`src/pwa_regs.vh`:
```
// Function
// - Ack each byte, step pointer, keep page
// - Pointer wraps to location 0 same page
// - Four bytes leave pointer at start location
// - Extra bytes overwrite earlier ones in turn
// - Configuration region is 22 four-byte pages
// - Operations region layout from 0x80 onward
// - Stop after write starts ignored write cycle
// - Withhold acknowledge for protected addresses
`ifndef PWA_REGS_VH
`define PWA_REGS_VH

// Seven-bit bus address; low bit follows the address strap
`define PWA_DEV_BASE      7'h28
// Address map
`define PWA_CFG_LAST      8'h57
`define PWA_RSV_LAST      8'h7f
`define PWA_OPS_FIRST     8'h80
`define PWA_STATUS_LAST   8'h83
`define PWA_BALANCE       8'h84
`define PWA_ANALOG_OUT    8'h85
`define PWA_SWITCH_CTL    8'h86
`define PWA_OVERRIDE      8'h87
`define PWA_FORCE_OPS     8'h88
`define PWA_NV_GATE       8'h89
`define PWA_ADDR_LAST     8'hab
`define PWA_NV_GATE_BIT   0
// Page layout: low two address bits select the byte within a page
`define PWA_PAGE_BITS     2
`define PWA_PAGE_STEP     2'h1
// Internal write cycle after a stop, in ns, and clock rate in MHz
`define PWA_WR_CYCLE_NS   1000
`define PWA_CLK_MHZ       10
`define PWA_BYTE_BITS     4'h8

`endif

```
`src/pwa_page_write.v`:
```
`timescale 1ns/1ns
`default_nettype none
`include "pwa_regs.vh"

module pwa_page_write #(
  parameter WR_CYCLE_NS = `PWA_WR_CYCLE_NS,
  parameter MEM_DEPTH   = 172
) (
  input  wire       clk,
  input  wire       rst_n,
  input  wire       scl,
  input  wire       sda_in,
  input  wire       addr_sel,
  output reg        sda_out,
  output reg        sda_oe,
  output reg  [7:0] power_switch_control,
  output reg        nonvolatile_write_gate,
  output reg        write_busy
);

  // Least time rounds up to whole cycles, never below one
  localparam WR_CYC_RAW = (WR_CYCLE_NS * `PWA_CLK_MHZ + 999) / 1000;
  localparam WR_CYC     = (WR_CYC_RAW < 1) ? 1 : WR_CYC_RAW;

  localparam [2:0] ST_IDLE  = 3'h0;
  localparam [2:0] ST_DEV   = 3'h1;
  localparam [2:0] ST_REG   = 3'h2;
  localparam [2:0] ST_WDATA = 3'h3;
  localparam [2:0] ST_RDATA = 3'h4;
  localparam [2:0] ST_BUSY  = 3'h5;

  reg  [7:0]  mem [0:MEM_DEPTH-1];
  reg  [2:0]  state;
  reg  [3:0]  cnt;
  reg         ack_phase;
  reg         ack_given;
  reg         rw;
  reg         wrote;
  reg  [7:0]  shreg;
  reg  [7:0]  ptr;
  reg  [31:0] busy_cnt;
  reg         scl_q;
  reg         sda_q;
  reg         dev_strap;

  wire scl_rise = scl & ~scl_q;
  wire scl_fall = ~scl & scl_q;
  wire start_c  = scl & scl_q & sda_q & ~sda_in;
  wire stop_c   = scl & scl_q & ~sda_q & sda_in;
  wire dev_match = (shreg[7:1] == (`PWA_DEV_BASE | {6'h00, dev_strap}));

  // On writes the pointer steps inside its page only; reads step on across pages
  wire [7:0] page_next = {ptr[7:`PWA_PAGE_BITS],
                          ptr[`PWA_PAGE_BITS-1:0] + `PWA_PAGE_STEP};

  // Status and measurement bytes are read-only, reserved space is protected
  wire writable = (ptr <= `PWA_CFG_LAST) ||
                  ((ptr >= `PWA_BALANCE) && (ptr <= `PWA_NV_GATE));

  reg [7:0] rd_byte;
  always @* begin
    if (ptr == `PWA_SWITCH_CTL)
      rd_byte = power_switch_control;
    else if (ptr == `PWA_NV_GATE)
      rd_byte = {7'h00, nonvolatile_write_gate};
    else if (ptr <= `PWA_ADDR_LAST)
      rd_byte = mem[ptr];
    else
      rd_byte = 8'h00;
  end

  // Array has no reset; it stands in for the backed configuration store
  always @(posedge clk) begin
    if ((state == ST_WDATA) && scl_fall && !ack_phase &&
        (cnt == `PWA_BYTE_BITS) && writable)
      mem[ptr] <= shreg;
  end

  // Strap is taken by the clock, never by the reset itself
  always @(posedge clk or negedge rst_n) begin
    if (!rst_n) begin
      dev_strap <= 1'b0;
      scl_q     <= 1'b1;
      sda_q     <= 1'b1;
    end else begin
      dev_strap <= addr_sel;
      scl_q     <= scl;
      sda_q     <= sda_in;
    end
  end

  always @(posedge clk or negedge rst_n) begin
    if (!rst_n) begin
      state                  <= ST_IDLE;
      cnt                    <= 4'h0;
      ack_phase              <= 1'b0;
      ack_given              <= 1'b0;
      rw                     <= 1'b0;
      wrote                  <= 1'b0;
      shreg                  <= 8'h00;
      ptr                    <= 8'h00;
      busy_cnt               <= 32'h0;
      sda_out                <= 1'b1;
      sda_oe                 <= 1'b0;
      power_switch_control   <= 8'h00;
      nonvolatile_write_gate <= 1'b0;
      write_busy             <= 1'b0;
    end else if (state == ST_BUSY) begin
      // Bus is ignored and data line released until the cycle ends
      sda_oe <= 1'b0;
      if (busy_cnt >= WR_CYC - 1) begin
        state      <= ST_IDLE;
        write_busy <= 1'b0;
        busy_cnt   <= 32'h0;
      end else begin
        busy_cnt <= busy_cnt + 32'h1;
      end
    end else if (start_c) begin
      state     <= ST_DEV;
      cnt       <= 4'h0;
      ack_phase <= 1'b0;
      wrote     <= 1'b0;
      sda_oe    <= 1'b0;
    end else if (stop_c) begin
      sda_oe <= 1'b0;
      if (wrote) begin
        state      <= ST_BUSY;
        write_busy <= 1'b1;
        busy_cnt   <= 32'h0;
      end else begin
        state <= ST_IDLE;
      end
      wrote <= 1'b0;
    end else begin
      case (state)
        ST_DEV, ST_REG, ST_WDATA: begin
          if (scl_rise && !ack_phase) begin
            shreg <= {shreg[6:0], sda_in};
            cnt   <= cnt + 4'h1;
          end else if (scl_fall && ack_phase) begin
            // End of the acknowledge slot
            ack_phase <= 1'b0;
            cnt       <= 4'h0;
            if (!ack_given) begin
              sda_oe <= 1'b0;
              state  <= ST_IDLE;
            end else if (state == ST_DEV && rw) begin
              state   <= ST_RDATA;
              sda_out <= rd_byte[7];
              sda_oe  <= 1'b1;
              shreg   <= {rd_byte[6:0], 1'b0};
              ptr     <= ptr + 8'h01;
            end else begin
              sda_oe <= 1'b0;
              if (state == ST_DEV)
                state <= ST_REG;
              else
                state <= ST_WDATA;
            end
          end else if (scl_fall && cnt == `PWA_BYTE_BITS) begin
            ack_phase <= 1'b1;
            sda_out   <= 1'b0;
            case (state)
              ST_DEV: begin
                rw        <= shreg[0];
                ack_given <= dev_match;
                sda_oe    <= dev_match;
              end
              ST_REG: begin
                ptr       <= shreg;
                ack_given <= 1'b1;
                sda_oe    <= 1'b1;
              end
              default: begin
                ack_given <= writable;
                sda_oe    <= writable;
                if (writable) begin
                  wrote <= 1'b1;
                  ptr   <= page_next;
                  if (ptr == `PWA_SWITCH_CTL)
                    power_switch_control <= shreg;
                  if (ptr == `PWA_NV_GATE)
                    nonvolatile_write_gate <= shreg[`PWA_NV_GATE_BIT];
                end
              end
            endcase
          end
        end
        ST_RDATA: begin
          if (scl_rise) begin
            if (cnt == `PWA_BYTE_BITS) begin
              // Ninth clock: master acknowledge asks for another byte
              cnt <= 4'h0;
              if (sda_in) begin
                state <= ST_IDLE;
              end else begin
                shreg <= rd_byte;
                ptr   <= ptr + 8'h01;
              end
            end else begin
              cnt <= cnt + 4'h1;
            end
          end else if (scl_fall) begin
            if (cnt == `PWA_BYTE_BITS) begin
              sda_oe <= 1'b0;
            end else begin
              sda_out <= shreg[7];
              sda_oe  <= 1'b1;
              shreg   <= {shreg[6:0], 1'b0};
            end
          end
        end
        ST_IDLE: begin
          sda_oe <= 1'b0;
        end
        default: begin
          state  <= ST_IDLE;
          sda_oe <= 1'b0;
        end
      endcase
    end
  end

endmodule
`default_nettype wire

```
`config.mk`:
```
export PLATFORM = sky130hd
export DESIGN_NAME = pwa_page_write
export DESIGN_NICKNAME = d
export VERILOG_FILES = /design/src/pwa_page_write.v
export VERILOG_INCLUDE_DIRS = /design/src
export SDC_FILE = /design/constraint.sdc
export NUM_CORES = 1
export LEC_CHECK = 0
export ABC_CLOCK_PERIOD_IN_PS = 3600
export BUFFER_PORTS_ARGS = -buffer_cell sky130_fd_sc_hd__buf_2
export CAP_MARGIN = 20
export CORE_UTILIZATION = 40
export DETAILED_ROUTE_END_ITERATION = 8
export GPL_TIMING_DRIVEN = 0
export PLACE_DENSITY = 0.65
export SETUP_SLACK_MARGIN = 0.1
export SYNTH_ARGS = -nofsm -noshare
export SYNTH_HDL_FRONTEND = slang
export SYNTH_SLANG_ARGS = --single-unit
```
`constraint.sdc`:
```
create_clock -name clk -period 3.6 [get_ports clk]
set_clock_uncertainty 0.2 [all_clocks]
set_input_delay 0 -clock clk [delete_from_list [all_inputs] [get_ports clk]]
set_output_delay 0 -clock clk [all_outputs]
set_load 0.01 [all_outputs]
```
==> metrics.md <==
| Metric | Value |
|---|---|
| DR iter-0 viols | `4940` |
| Setup ws final | `-0.227 ns` |
| Leading register cell type out of synthesis | `edfxtp_1` |
| Final setup vio count | `588` |
| Slew Viols, Final | `0` |
| Worst Tran Pin Value | `1.17 ns` |
| Core Region | `142000 µm²` |
| WL per Instance | `30.4 µm` |
| Post-Syn Instances | `2923` |
| Top cell type's share of synthesized area | `72.0%` |
| Yosys top cell by area | `edfxtp_1` |
| Fmax | `261 MHz` |
| GPL Wtd Cong | `1.02` |
| Clock Path Buffers | `3` |
| H-Tree Depth | `4` |
| Kind of critical path | `reg2reg` |
| RSZ-0062 raised after global routing | `yes` |
| Max-cap viol count | `0` |
| Share of post-route cells with drive strength above 1 | `27.7%` |
| Async set or reset register ratio after synthesis | `5.10%` |
| GRT Overall Usage | `24.8%` |
| Die H | `381 µm` |
| Seq cells post-synth | `1450` |
| Detail Route Antenna Nets | `0` |
| Antenna violations before repair | `7` |
| Maximum vdd drop | `0.000593 V` |
| PortBufs | `16` |
| Critical path launch point type | `flop` |
| Dpl hpwl | `116000 µm` |
| Initial core utilization | `40.5%` |
| Total negative setup slack | `-42.27 ns` |
| Die W | `381 µm` |
| Tcrit/Tclk final | `106%` |
| Fill count | `11.4k` |
| Vias in the first global route | `32.5k` |
| Global route overflow | `0` |
| Setup WS pre-CTS | `-1.91 ns` |
| Critical Path Fanout Max | `10` |
| Total Nets Final | `3934` |
| CTS tree | `yes` |
| Crit-path max cell delay | `0.58 ns` |
| DRC violations left | `2` |
| Final std cells w/o fill | `5933` |
| Most instantiated cells after synthesis | `edfxtp_1 (1376), mux4_2 (303), nor2_1 (195), mux2i_1 (105), nand2_1 (88)` |
| PD cells | `827 nW/µm²` |
| Failing checks | `DRC, setup timing` |
| Clock Sinks | `1450` |
| Layout area overhead | `26.8%` |
| Routed Wire Length | `180000 µm` |
| I/O pin count | `17` |
| Drt pass-1 iters | `8` |
| Yosys warns | `0` |
| Hold Fails Final Rpt | `0` |
| Most frequent cell after synthesis | `edfxtp_1` |
| Worst path cell trace | `buf_12, buf_12, buf_16, buf_16, buf_4, buf_8, mux4_2, mux2i_4, o22ai_1, o211ai_1, o311a_4, o22ai_1` |
| CTS clk-pin slew, worst paths | `0.06 ns` |
| Vias | `33.7k` |
| EDFF count, synth | `1376` |
| Worst R2R Start | `ptr[1]$_DFFE_PN0P_` |
| Largest net degree at the start of global routing | `101` |
| First-pass GRT wire length | `248000 µm` |
| Worst setup startpoint | `ptr[1]$_DFFE_PN0P_` |
| Static Leak | `25.1 nW` |
| Synth Area per Inst | `19.6 µm²` |
| Post-Synthesis Cell Area | `57400 µm²` |
| Crit-path slowest cell | `o211ai_1` |
| Die area | `145000 µm²` |
| Hold WS | `0.205 ns` |
| Min-delay worst type | `in2async` |
| CTS buffer count | `150` |
| Unique masters post-synth | `76` |
| Status | `finished, violations left` |
| Sequential share of the synthesized area | `75.2%` |
| Rel. slew slack | `21.8%` |
| Clock root buffer master | `clkbuf_16` |
| CP Data Required Time | `4.04 ns` |
| Final worst path period need | `3.83 ns` |
| WP data arrival | `4.27 ns` |
| Skew-Pair Late Insertion Delay | `0.79 ns` |
| Cell Rows | `138` |
| Dpl cells | `5465` |
| Vias per cell | `5.67` |
| Most area-consuming cells after synthesis | `edfxtp_1 (72%), mux4_2 (12%), dfrtp_1 (3.1%), mux2i_1 (1.8%), nor2_1 (1.3%)` |
| CP Capture Type | `flop` |
[per-layer routing]
metal  up-vias  global-route usage, %  routed length, µm
li1      13600                      -                  -
met1     17400                   33.0              67600
met2      2229                   37.1              80800
met3       499                   6.60              21200
met4         2                   13.2              10500
met5         -                      0                 20
[metrics by stage]
stage | utilization, % | total power, W | area [µm²]
6_report | 51.3 | 0.0602 | 72800
5_1_grt | 51.3 | 0.0614 | 72800
4_1_cts | 50.6 | 0.0594 | 71800
3_5_place_dp | 44.5 | 0.0420 | 63200
3_3_place_gp | 44.2 | 0.0412 | 62700
2_1_floorplan | - | 0.0336 | 60200
[layout make-up]
| cell class | count | area (µm²) | area share, % |
|---|---|---|---|
| Sequential cell | 1450 | 43200 | 59.3 |
| Multi-Input combinational cell | 1906 | 16900 | 23.2 |
| Clock buffer | 191 | 3950 | 5.42 |
| Timing Repair Buffer | 238 | 3500 | 4.81 |
| Tap cell | 1890 | 2360 | 3.25 |
| Buffer | 150 | 1860 | 2.56 |
| Clock inverter | 79 | 900 | 1.24 |
| Inverter | 21 | 108 | 0.148 |
| Antenna cell | 8 | 20.0 | 0.0275 |
[state kept, by name, summed over array words and instances, names as in the netlist]
signal	count
ack_phase	1
write_busy	1
nonvolatile_write_gate	1
ack_given	1
scl_q	1
dev_strap	1
cnt	4
power_switch_control	8
sda_oe	1
busy_cnt	32
ptr	8
state	3
shreg	8
mem	1376
sda_out	1
wrote	1
sda_q	1
rw	1
[report_power, final]
part / switching [W] / internal, W / total [W] / leakage (nW)
Clock: 0.00650 / 0.00906 / 0.0156 / 2.37
Combinational: 0.0128 / 0.00763 / 0.0204 / 9.09
Sequential: 0.00137 / 0.0229 / 0.0242 / 13.6
Total: 0.0206 / 0.0396 / 0.0602 / 25.1
[worst paths after layout]
| check | end | slack (ns) | cells after the start |
|---|---|---|---|
| max in group asynchronous | sda_q$_DFF_PN1_ | 2.18 | 4 |
| worst max register to register | shreg[3]$_DFFE_PN0P_ | -0.23 | 12 |
| worst min-delay path | busy_cnt[26]$_DFFE_PN0P_ | 0.21 | 3 |
| min in group clk | dev_strap$_DFF_PN0_ | 0.23 | 3 |
| worst min register to register | sda_out$_DFFE_PN1P_ | 0.29 | 2 |
| worst max-delay path | shreg[3]$_DFFE_PN0P_ | -0.23 | 12 |
[worst max-delay path, delay by kind of cell, from the launching register on]
family | cells | cell delay (ns)
AO/OA/AOI/OAI | 4 | 1.24
buffers and inverters | 6 | 1.13
flip-flops | 1 | 0.46
multiplexers | 2 | 0.63
[layout by cell type, fill, tap and decap left out, drive strengths merged, types with 14 or more instances in the layout]
master and instances:
nor3 21, a22oi 71, a21oi 68, buf 318, mux2 29, conb 608, bufinv 18, nor2 195
o21ai 59, inv 24, edfxtp 1376, clkinv 57, mux4 308, and3 19, clkbuf 252, dfrtp 71
o211ai 15, nand2 88, o22ai 28, nand3 37, mux2i 105, nand2b 18, a221oi 14, a31oi 34
[what timing repair did]
action | CTS | global route
setup buffers | 135 | 43
setup endpoints to repair | 796 | 790
pin swaps | 73 | 76
resized for setup | 424 | 91
cloned | 5 | 1
endpoints found under the hold margin | 99 | 0
hold buffers | 8 | 0
[cells by family (layout without fill, tap and decap cells)]
group / count (synthesis) / in the layout / synth area share [%]
AND/OR/NAND/NOR: 464 / 464 / 3.82
flip-flops: 1450 / 1450 / 75.2
XOR/XNOR: 4 / 4 / 0.0610
adder cells (fa/ha/maj): 12 / 12 / 0.261
AO/OA/AOI/OAI: 376 / 376 / 4.44
multiplexers: 442 / 442 / 14.5
other: 1 / 616 / 0.00653
buffers and inverters: 174 / 679 / 1.71
Power figures use the tool's default switching activity.
